===== src/hw/b2vc_params.svh =====
`ifndef B2VC_PARAMS_SVH
`define B2VC_PARAMS_SVH

// register indices; byte address is four times the index
`define B2VC_IDX_CTRL 32'h0000_0017
`define B2VC_IDX_APPLY 32'h0000_001a
`define B2VC_IDX_STATUS 32'h0000_0030
`define B2VC_ADDR_CTRL (`B2VC_IDX_CTRL * 32'h0000_0004)
`define B2VC_ADDR_APPLY (`B2VC_IDX_APPLY * 32'h0000_0004)
`define B2VC_ADDR_STATUS (`B2VC_IDX_STATUS * 32'h0000_0004)

// control register fields
`define B2VC_CTRL_RESET 8'hb2
`define B2VC_BIT_PULSE_SKIP 7
`define B2VC_BIT_RESERVED 6
`define B2VC_CODE_MSB 5
`define B2VC_CODE_LSB 0
`define B2VC_CODE_RESET 6'h32
`define B2VC_PULSE_SKIP_RESET 1'h1

// apply register fields
`define B2VC_BIT_APPLY_NOW 0
`define B2VC_BIT_APPLY_ON_DISABLE 1

// status register fields
`define B2VC_BIT_STAT_BLANK 7
`define B2VC_BIT_STAT_PEND 6

// blanking time
`define B2VC_BLANK_MS 5
`define B2VC_CLK_KHZ 100000
`define B2VC_BLANK_W 19

// bus answers
`define B2VC_RESP_OKAY 2'h0
`define B2VC_RESP_SLVERR 2'h2

`endif


===== src/hw/b2vc_pkg.sv =====
package b2vc_pkg;
  typedef logic [5:0] b2vc_code_t;
  typedef logic [1:0] b2vc_resp_t;
  typedef logic [31:0] b2vc_word_t;
  typedef logic [3:0] b2vc_strb_t;
endpackage


===== src/hw/b2vc_reg.sv =====
// Overview of operation
// - Any write to the control register blanks the converter's over- and under-voltage monitors for 5 ms.
// - A newly written voltage code reaches the converter only after software sets the immediate or the on-disable apply bit.
// - Bit 7 enables pulse-skip, resets to one, and zero forces fixed-frequency operation.
// - Bit 6 is reserved and always reads zero.
// - Bits 5 to 0 hold the output-voltage code, stepping 10 mV up to code 32h and 25 mV above it.
// - The control register sits at index 17h and resets to b2h.
//
// Added by the designer: the AXI4-Lite interface to the registers.
`timescale 1ns/10ps
`include "b2vc_params.svh"

module b2vc_reg #(
  parameter int unsigned BLANK_CYCLES =
    `B2VC_BLANK_MS * `B2VC_CLK_KHZ
) (
  input wire logic ref_clk,
  input wire logic sys_rst,
  input wire b2vc_pkg::b2vc_word_t s_axi_awaddr,
  input wire logic [2:0] s_axi_awprot,
  input wire logic s_axi_awvalid,
  output logic s_axi_awready,
  input wire b2vc_pkg::b2vc_word_t s_axi_wdata,
  input wire b2vc_pkg::b2vc_strb_t s_axi_wstrb,
  input wire logic s_axi_wvalid,
  output logic s_axi_wready,
  output b2vc_pkg::b2vc_resp_t s_axi_bresp,
  output logic s_axi_bvalid,
  input wire logic s_axi_bready,
  input wire b2vc_pkg::b2vc_word_t s_axi_araddr,
  input wire logic [2:0] s_axi_arprot,
  input wire logic s_axi_arvalid,
  output logic s_axi_arready,
  output b2vc_pkg::b2vc_word_t s_axi_rdata,
  output b2vc_pkg::b2vc_resp_t s_axi_rresp,
  output logic s_axi_rvalid,
  input wire logic s_axi_rready,
  input wire logic converterEnabled,
  output logic pulseSkipEnable,
  output b2vc_pkg::b2vc_code_t activeVoltageCode,
  output logic monitorBlank
);
  import b2vc_pkg::*;

  // write channel holding registers
  logic awHeld_q;
  logic awHeld_d;
  b2vc_word_t awAddr_q;
  b2vc_word_t awAddr_d;
  logic wHeld_q;
  logic wHeld_d;
  b2vc_word_t wData_q;
  b2vc_word_t wData_d;
  b2vc_strb_t wStrb_q;
  b2vc_strb_t wStrb_d;
  logic bValid_q;
  logic bValid_d;
  b2vc_resp_t bResp_q;
  b2vc_resp_t bResp_d;

  // read channel
  logic rValid_q;
  logic rValid_d;
  b2vc_word_t rData_q;
  b2vc_word_t rData_d;
  b2vc_resp_t rResp_q;
  b2vc_resp_t rResp_d;

  // register state
  logic pulseSkip_q;
  logic pulseSkip_d;
  b2vc_code_t code_q;
  b2vc_code_t code_d;
  b2vc_code_t active_q;
  b2vc_code_t active_d;
  logic applyPend_q;
  logic applyPend_d;
  logic [`B2VC_BLANK_W-1:0] blankCnt_q;
  logic [`B2VC_BLANK_W-1:0] blankCnt_d;

  // handshakes
  wire awTake = s_axi_awvalid && s_axi_awready;
  wire wTake = s_axi_wvalid && s_axi_wready;
  wire arTake = s_axi_arvalid && s_axi_arready;
  wire bDone = s_axi_bvalid && s_axi_bready;
  wire rDone = s_axi_rvalid && s_axi_rready;

  // one write in flight: both halves held, then answer
  wire writeFire = awHeld_q && wHeld_q && !bValid_q;

  assign s_axi_awready = !awHeld_q && !bValid_q;
  assign s_axi_wready = !wHeld_q && !bValid_q;
  assign s_axi_arready = !rValid_q;
  assign s_axi_bvalid = bValid_q;
  assign s_axi_bresp = bResp_q;
  assign s_axi_rvalid = rValid_q;
  assign s_axi_rdata = rData_q;
  assign s_axi_rresp = rResp_q;

  // write decode
  // control register address
  wire wrHitCtrl = (awAddr_q == `B2VC_ADDR_CTRL);
  wire wrHitApply = (awAddr_q == `B2VC_ADDR_APPLY);
  wire wrHitStatus = (awAddr_q == `B2VC_ADDR_STATUS);
  wire wrMapped = wrHitCtrl || wrHitApply || wrHitStatus;
  wire lane0 = wStrb_q[0];
  wire ctrlWrite = writeFire && wrHitCtrl;
  wire ctrlLoad = ctrlWrite && lane0;
  wire applyLoad = writeFire && wrHitApply && lane0;
  wire applyNowReq = applyLoad && wData_q[`B2VC_BIT_APPLY_NOW];
  wire applyDisReq = applyLoad && wData_q[`B2VC_BIT_APPLY_ON_DISABLE];

  // hand over on disable when armed
  wire applyOnOff = applyPend_q && !converterEnabled;
  wire applyTransfer = applyNowReq || applyOnOff;

  // read decode
  wire rdHitCtrl = (s_axi_araddr == `B2VC_ADDR_CTRL);
  wire rdHitApply = (s_axi_araddr == `B2VC_ADDR_APPLY);
  wire rdHitStatus = (s_axi_araddr == `B2VC_ADDR_STATUS);
  wire rdMapped = rdHitCtrl || rdHitApply || rdHitStatus;

  // reserved bit forced low on read
  wire [7:0] ctrlView = {pulseSkip_q, 1'h0, code_q};
  wire [7:0] applyView = {6'h00, applyPend_q, 1'h0};
  wire [7:0] statusView = {monitorBlank, applyPend_q, active_q};
  wire [7:0] rdByte = rdHitCtrl ? ctrlView :
                      rdHitApply ? applyView :
                      rdHitStatus ? statusView : 8'h00;

  wire blankActive = (blankCnt_q != '0);

  always_comb begin
    awHeld_d = awHeld_q;
    awAddr_d = awAddr_q;
    wHeld_d = wHeld_q;
    wData_d = wData_q;
    wStrb_d = wStrb_q;
    bValid_d = bValid_q;
    bResp_d = bResp_q;
    if (awTake) begin
      awHeld_d = 1'h1;
      awAddr_d = s_axi_awaddr;
    end
    if (wTake) begin
      wHeld_d = 1'h1;
      wData_d = s_axi_wdata;
      wStrb_d = s_axi_wstrb;
    end
    if (writeFire) begin
      awHeld_d = 1'h0;
      wHeld_d = 1'h0;
      bValid_d = 1'h1;
      bResp_d = wrMapped ? `B2VC_RESP_OKAY : `B2VC_RESP_SLVERR;
    end
    if (bDone) begin
      bValid_d = 1'h0;
    end
  end

  always_comb begin
    rValid_d = rValid_q;
    rData_d = rData_q;
    rResp_d = rResp_q;
    if (arTake) begin
      rValid_d = 1'h1;
      rData_d = {24'h00_0000, rdByte};
      rResp_d = rdMapped ? `B2VC_RESP_OKAY : `B2VC_RESP_SLVERR;
    end else if (rDone) begin
      rValid_d = 1'h0;
    end
  end

  always_comb begin
    pulseSkip_d = pulseSkip_q;
    code_d = code_q;
    if (ctrlLoad) begin
      pulseSkip_d = wData_q[`B2VC_BIT_PULSE_SKIP];
    end
    if (ctrlLoad) begin
      code_d = wData_q[`B2VC_CODE_MSB:`B2VC_CODE_LSB];
    end
    // bit 6 of write data never stored
  end

  always_comb begin
    active_d = active_q;
    applyPend_d = applyPend_q;
    // code reaches converter only on apply
    if (applyTransfer) begin
      active_d = code_q;
    end
    if (applyOnOff) begin
      applyPend_d = 1'h0;
    end
    // software arming wins over hardware clear
    if (applyDisReq) begin
      applyPend_d = 1'h1;
    end
  end

  always_comb begin
    blankCnt_d = blankCnt_q;
    // restart blanking on every control write
    if (ctrlWrite) begin
      blankCnt_d = BLANK_CYCLES[`B2VC_BLANK_W-1:0];
    end else if (blankActive) begin
      blankCnt_d = blankCnt_q - `B2VC_BLANK_W'(1);
    end
  end

  assign pulseSkipEnable = pulseSkip_q;
  assign activeVoltageCode = active_q;
  assign monitorBlank = blankActive;

  always_ff @(posedge ref_clk or posedge sys_rst) begin
    if (sys_rst) begin
      awHeld_q <= 1'h0;
      awAddr_q <= 32'h0000_0000;
      wHeld_q <= 1'h0;
      wData_q <= 32'h0000_0000;
      wStrb_q <= 4'h0;
      bValid_q <= 1'h0;
      bResp_q <= `B2VC_RESP_OKAY;
    end else begin
      awHeld_q <= awHeld_d;
      awAddr_q <= awAddr_d;
      wHeld_q <= wHeld_d;
      wData_q <= wData_d;
      wStrb_q <= wStrb_d;
      bValid_q <= bValid_d;
      bResp_q <= bResp_d;
    end
  end

  always_ff @(posedge ref_clk or posedge sys_rst) begin
    if (sys_rst) begin
      rValid_q <= 1'h0;
      rData_q <= 32'h0000_0000;
      rResp_q <= `B2VC_RESP_OKAY;
    end else begin
      rValid_q <= rValid_d;
      rData_q <= rData_d;
      rResp_q <= rResp_d;
    end
  end

  always_ff @(posedge ref_clk or posedge sys_rst) begin
    if (sys_rst) begin
      pulseSkip_q <= `B2VC_PULSE_SKIP_RESET;
      code_q <= `B2VC_CODE_RESET;
      active_q <= `B2VC_CODE_RESET;
      applyPend_q <= 1'h0;
      blankCnt_q <= '0;
    end else begin
      pulseSkip_q <= pulseSkip_d;
      code_q <= code_d;
      active_q <= active_d;
      applyPend_q <= applyPend_d;
      blankCnt_q <= blankCnt_d;
    end
  end

endmodule


===== config.mk =====
export PLATFORM = sky130hd
export DESIGN_NAME = b2vc_reg
export DESIGN_NICKNAME = d
export VERILOG_FILES = /design/src/hw/b2vc_pkg.sv /design/src/hw/b2vc_reg.sv
export VERILOG_INCLUDE_DIRS = /design/src /design/src/hw
export SDC_FILE = /design/constraint.sdc
export NUM_CORES = 1
export LEC_CHECK = 0
export ABC_AREA = 1
export BUFFER_PORTS_ARGS = -buffer_cell sky130_fd_sc_hd__buf_2
export CORE_MARGIN = 10
export CORE_UTILIZATION = 45
export CTS_CLUSTER_DIAMETER = 60
export DETAILED_ROUTE_END_ITERATION = 6
export HOLD_SLACK_MARGIN = 0.03
export PLACE_DENSITY = 0.74
export REMOVE_ABC_BUFFERS = 1
export SYNTH_ARGS = -nofsm -noshare
export SYNTH_HDL_FRONTEND = slang
export SYNTH_SLANG_ARGS = --single-unit

===== constraint.sdc =====
create_clock -name ref_clk -period 2.8 [get_ports ref_clk]
set_input_delay 0.14 -clock ref_clk [delete_from_list [all_inputs] [get_ports ref_clk]]
set_output_delay 0.14 -clock ref_clk [all_outputs]
set_load 0.03 [all_outputs]

Word level (Yosys, flattened, before mapping)
Index checks and enable logic that the tools add are counted.
{ "op_classes": {"n_addsub": 1, "multipliers": 0, "div_mod_pow": 0, "magnitude_cmp": 0, "eq_ne": 6, "shift": 0, "muxes": 17, "bitwise_logic": 0, "n_reduce_logical": 33} }
{ "op_table": {"columns": ["op", "count"], "rows": [
  ["$eq 32x7->1 const B", 4],
  ["$eq 32x8->1 const B", 2],
  ["$mux 19", 2],
  ["$mux 8", 3],
  ["$reduce_bool 19->1", 1],
  ["$sub 19x1->19 const B", 1],
  ["$logic_and 1x1->1", 16],
  ["$reduce_bool 2->1", 6],
  ["$mux 1", 10],
  ["$logic_not 1->1", 5],
  ["$logic_or 1x1->1", 5],
  ["$mux 2", 2]
]} }
{ "totals": {"ff_bits": 90, "latch_bits": 0, "ramBits": 0, "rom_bits": 0, "input_bits": 114, "out_inout_bits": 49, "word_cells": 72, "n_memories": 0} }

Longest topological paths before layout
{ "depth": {"word_depth": 6, "ltp_mapped": 10, "depth_no_buf": 9} }

Least setup slack after synthesis
Ideal clock, no wire load.
{ "synth_path": {"path_kind": "register to register", "startpoint": "reg bValid_q (netlist: s_axi_bvalid)", "endpoint": "reg awAddr_q[13]", "setup_time_ns": 0.125, "arrival_time_ns": 1.754, "required_ns": 2.675, "setup_slack_ns": 0.921, "stages_incl_launch_ff": 5, "path_buffers": 1, "synth_period_minus_slack_ns": 1.879, "path_cell_list": "dfrtp_1 nor2_1 nand2_2 buf_2 mux2_2"} }
{ "synth_via": {"elab_chain_len": 3} }
{ "synth_rtl": {"columns": ["item", "line", "rtl"], "rows": [
  ["start: declaration", "b2vc_reg.sv:56", "logic bValid_q;"],
  ["start signal: assignment", "b2vc_reg.sv:231", "bValid_q <= bValid_d;"],
  ["$logic_not 1->1", "b2vc_reg.sv:91", "assign s_axi_awready = !awHeld_q && !bValid_q;"],
  ["$logic_and 1x1->1", "b2vc_reg.sv:91", null],
  ["named net s_axi_awready", "b2vc_reg.sv:22", "output logic s_axi_awready,"],
  ["$logic_and 1x1->1", "b2vc_reg.sv:82", "wire awTake = s_axi_awvalid && s_axi_awready;"],
  ["end signal: assignment", "b2vc_reg.sv:227", "awAddr_q <= awAddr_d;"],
  ["end: declaration", "b2vc_reg.sv:48", "b2vc_word_t awAddr_q;"]
]} }
The timed path passes the listed nets, and every way through them passes these cells.
A chain may end at the register's enable or synchronous reset.

Worst setup path in the final report
{ "layout_path": {"startpoint": "reg blankCnt_q[0]", "endpoint": "out monitorBlank"} }
{ "layout_via": {"elab_chain_len": 1} }
{ "layout_rtl": {"columns": ["item", "line", "rtl"], "rows": [
  ["start: declaration", "b2vc_reg.sv:78", "logic [`B2VC_BLANK_W-1:0] blankCnt_q;"],
  ["start signal: assignment", "b2vc_reg.sv:260", "blankCnt_q <= blankCnt_d;"],
  ["$reduce_bool 19->1", "b2vc_reg.sv:131", "wire blankActive = (blankCnt_q != '0);"],
  ["end: declaration", "b2vc_reg.sv:41", "output logic monitorBlank"]
]} }
No other way between the ends.

==> flow_metrics.tcl <==
set metrics [dict create \
    arrival_ns 1.96 \
    period_minus_slack_ns 2.10 \
    vdd_ir_drop_max_mv 0.622 \
    wl_mm 10.9 \
    critPathRequiredTime_ns 2.66 \
    drtPass1Iterations 6 \
    dpl-instance-area_sq_um 5060 \
    synth_edf_count 0 \
    setup_ws_ns 0.703 \
    syn_inst 533 \
    clkSinkCount 87 \
    diodes 0 \
    grt_usage_pct 15.5 \
    slew_violations 0 \
    crit_path_max_incr_delay_ns 0.43 \
    dp_hpwl_mm 7.97 \
    finalSetupViolations 0 \
    cts_resized 0 \
    total_power_mw 3.51 \
    grt_pass1_vias 3961 \
    tritoncts "yes" \
    startpoint_type "flop" \
    start_util_pct 46.0 \
    rsz0062_at_grt "no" \
    grt.overflow.total 0 \
    avgRoutedWirePerCell_um 13.4 \
    clkSlewWorstSetupHoldPaths_ns 0.09 \
    clk_path_buf_depth 2 \
    antenna_found_initial 0 \
    ant_nets 0 \
    async_flop_share_pct 100 \
    rows 36 \
    gp_congestion 0.905 \
    crit_fanout 4 \
    hp-class "in2reg" \
    fin_nets 790 \
    cts_root_buffer "clkbuf_8" \
    cap_violations 0 \
    cts_max_level 3 \
    path_buf_inv 2 \
    vias_per_cell 4.72 \
    die_x_um 120 \
    max_freq_mhz 477 \
    power.density_nw_per_um2 627 \
    synth_flop_cell "dfrtp_1" \
    drc 0 \
    syn_to_final_growth_pct 24.6 \
    status "completed" \
    synth.distinct_cells 36 \
    p_leak_nw 3.10 \
    crit_chain "inv_1 > ha_1 > nand2_1 > nor3_1 > nand3_1 > buf_2" \
    yosys_warnings 0 \
    synth_area_per_cell_sq_um 8.44 \
    crit_family "simple AND/OR/NAND/NOR gates" \
    drtIter0Drc 146 \
    die_y_um 120 \
    port_buffers 102 \
    synth_seq_area_share_pct 48.6 \
    timing.final.crit_share_pct 74.9 \
    numCtsBuffers 9 \
    clk-insertion-delay-late_ns 0.35 \
    relSlewSlack_pct 44.5 \
    dr_total_vias 3840 \
    worstMarginPinSlew_ns 0.830 \
    design_area_sq_um 5610 \
    post-place-ws_ns 0.831 \
    synth_area_sq_um 4500 \
    tns_ns 0 \
    path_class "reg2out" \
    skew_ns 0.0126 \
    ys_ff_latch 87 \
    end_kind "output pin" \
    layout-drive-gt1-share_pct 25.9 \
    fp.coreArea_sq_um 9770 \
    ios 163 \
    grt_pass1_wl_mm 18.8 \
    cp_slowest_cell "dfrtp_1" \
    grt_max_degree 46 \
    final-hold-violation-count 0 \
    die_area_sq_um 14400 \
]
-- registers in the layout, indices dropped and copies added, names as in the netlist --
register           flops
activeVoltageCode      6
applyPend_q            1
awAddr_q              32
awHeld_q               1
blankCnt_q            19
code_q                 6
pulseSkipEnable        1
s_axi_bresp            1
s_axi_bvalid           1
s_axi_rdata            8
s_axi_rresp            1
s_axi_rvalid           1
wData_q                7
wHeld_q                1
wStrb_q                1
-- cell usage after synthesis (2+ instances only) --
master    number  area share [%]
buf_4         26             4.3
mux2_2        28             7.0
nor3_1         6            0.67
nor2_1        73             6.1
dfstp_2        7             4.1
nand2_4        5             1.3
nand3_2        2            0.45
nand3_1       50             5.6
clkbuf_1       2            0.17
a21oi_1       13             1.4
inv_1         67             5.6
dfrtp_1       80              45
nand3b_1       3            0.50
xnor2_1        3            0.58
xor2_1         6             1.2
o21ai_1        2            0.22
nand2_1      119             9.9
nor2_2         4            0.56
nor2_4         2            0.50
o31ai_1        2            0.33
o21ai_2        2            0.39
buf_2          5            0.56
o21ai_0        9             1.0
nand4_1        5            0.70
-- worst paths after layout --
path	from	to	slack (ns)	cells after the start
hold / removal	s_axi_awaddr[1]	awAddr_q[1]$_DFFE_PP0P_	0.04	3
setup reg to reg	blankCnt_q[0]$_DFFE_PP0P_	blankCnt_q[15]$_DFFE_PP0P_	0.79	9
hold reg to reg	code_q[5]$_DFFE_PP1P_	activeVoltageCode[5]$_DFFE_PP1P_	0.48	2
max in group asynchronous	sys_rst	code_q[4]$_DFFE_PP1P_	1.62	4
setup / recovery	blankCnt_q[0]$_DFFE_PP0P_	monitorBlank	0.70	6
min in group asynchronous	sys_rst	awAddr_q[4]$_DFFE_PP0P_	0.44	3
-- layout by cell type, fill, tap and decap left out, types with 2 or more instances in the layout --
cell and instances:
a21oi_1 13, buf_2 102, clkbuf_8 10, clkinv_2 2, clkinvlp_4 3, conb_1 26, dfrtp_1 80, dfstp_2 7
dlygate4sd3_1 36, inv_1 66, mux2_2 28, nand2_1 119, nand2_4 5, nand3_1 50, nand3_2 2, nand3b_1 3
nand4_1 5, nor2_1 73, nor2_2 4, nor2_4 2, nor3_1 6, o21ai_0 9, o21ai_1 2, o21ai_2 2
o31ai_1 2, xnor2_1 3, xor2_1 6
-- metal layers --
metal | GRT usage (%) | up-vias | share of wire, %
met1 | 18.1 | 1772 | 42
li1 | - | 1906 | -
met3 | 6.19 | 13 | 9.8
met2 | 25.6 | 149 | 47
met5 | 0 | - | 0
met4 | 5.05 | 0 | 1.2
-- power by group --
group / leakage, nW / internal [mW] / switching, mW
sequential: 1.07 / 1.57 / 0.175
combinational: 1.94 / 0.418 / 0.539
clock: 0.0849 / 0.350 / 0.462
total: 3.10 / 2.34 / 1.18
-- area by class of cell --
cell class              instances  area [sq um]
clock buffers                  10           138
clock inverters                 6          45.0
fillers                       841          4170
inverters                      68           256
multi-input cells             370          1920
flip-flops and latches         87          2190
well taps                     133           166
repair buffers                139           891
-- metrics by stage --
| step | std cells | hold WS (ns) | util (%) |
|---|---|---|---|
| after global placement | 761 | 0.281 | 51.8 |
| after detailed placement | 761 | 0.292 | 51.8 |
| final | 813 | 0.0448 | 57.3 |
| after global routing | 813 | 0.0301 | 57.3 |
| after floorplan | 525 | 0.236 | - |
| after CTS | 813 | 0.0327 | 57.3 |
-- repair_timing --
| item | 4_1_cts | 5_1_grt |
|---|---|---|
| hold buffers | 36 | 0 |
| setup buffers | 0 | 0 |
| endpoints found under the hold margin | 77 | 0 |
-- logic make-up after synthesis --
family / count (synthesis) / synth area share (%)
compound gates: 29 / 3.56
xor+xnor: 9 / 1.75
fa+ha+maj: 1 / 0.278
buf+inv: 101 / 10.7
flops: 87 / 48.6
mux: 28 / 7.01
other cells: 1 / 0.0834
simple gates: 277 / 28.0
-- worst register-to-register path: cells and delay by family, from the launching register on --
family        cells  cell delay (ns)
simple gates      7             1.08
flops             1             0.43
buf+inv           1             0.14
fa+ha+maj         1             0.24
Power figures use the tool's default switching activity.
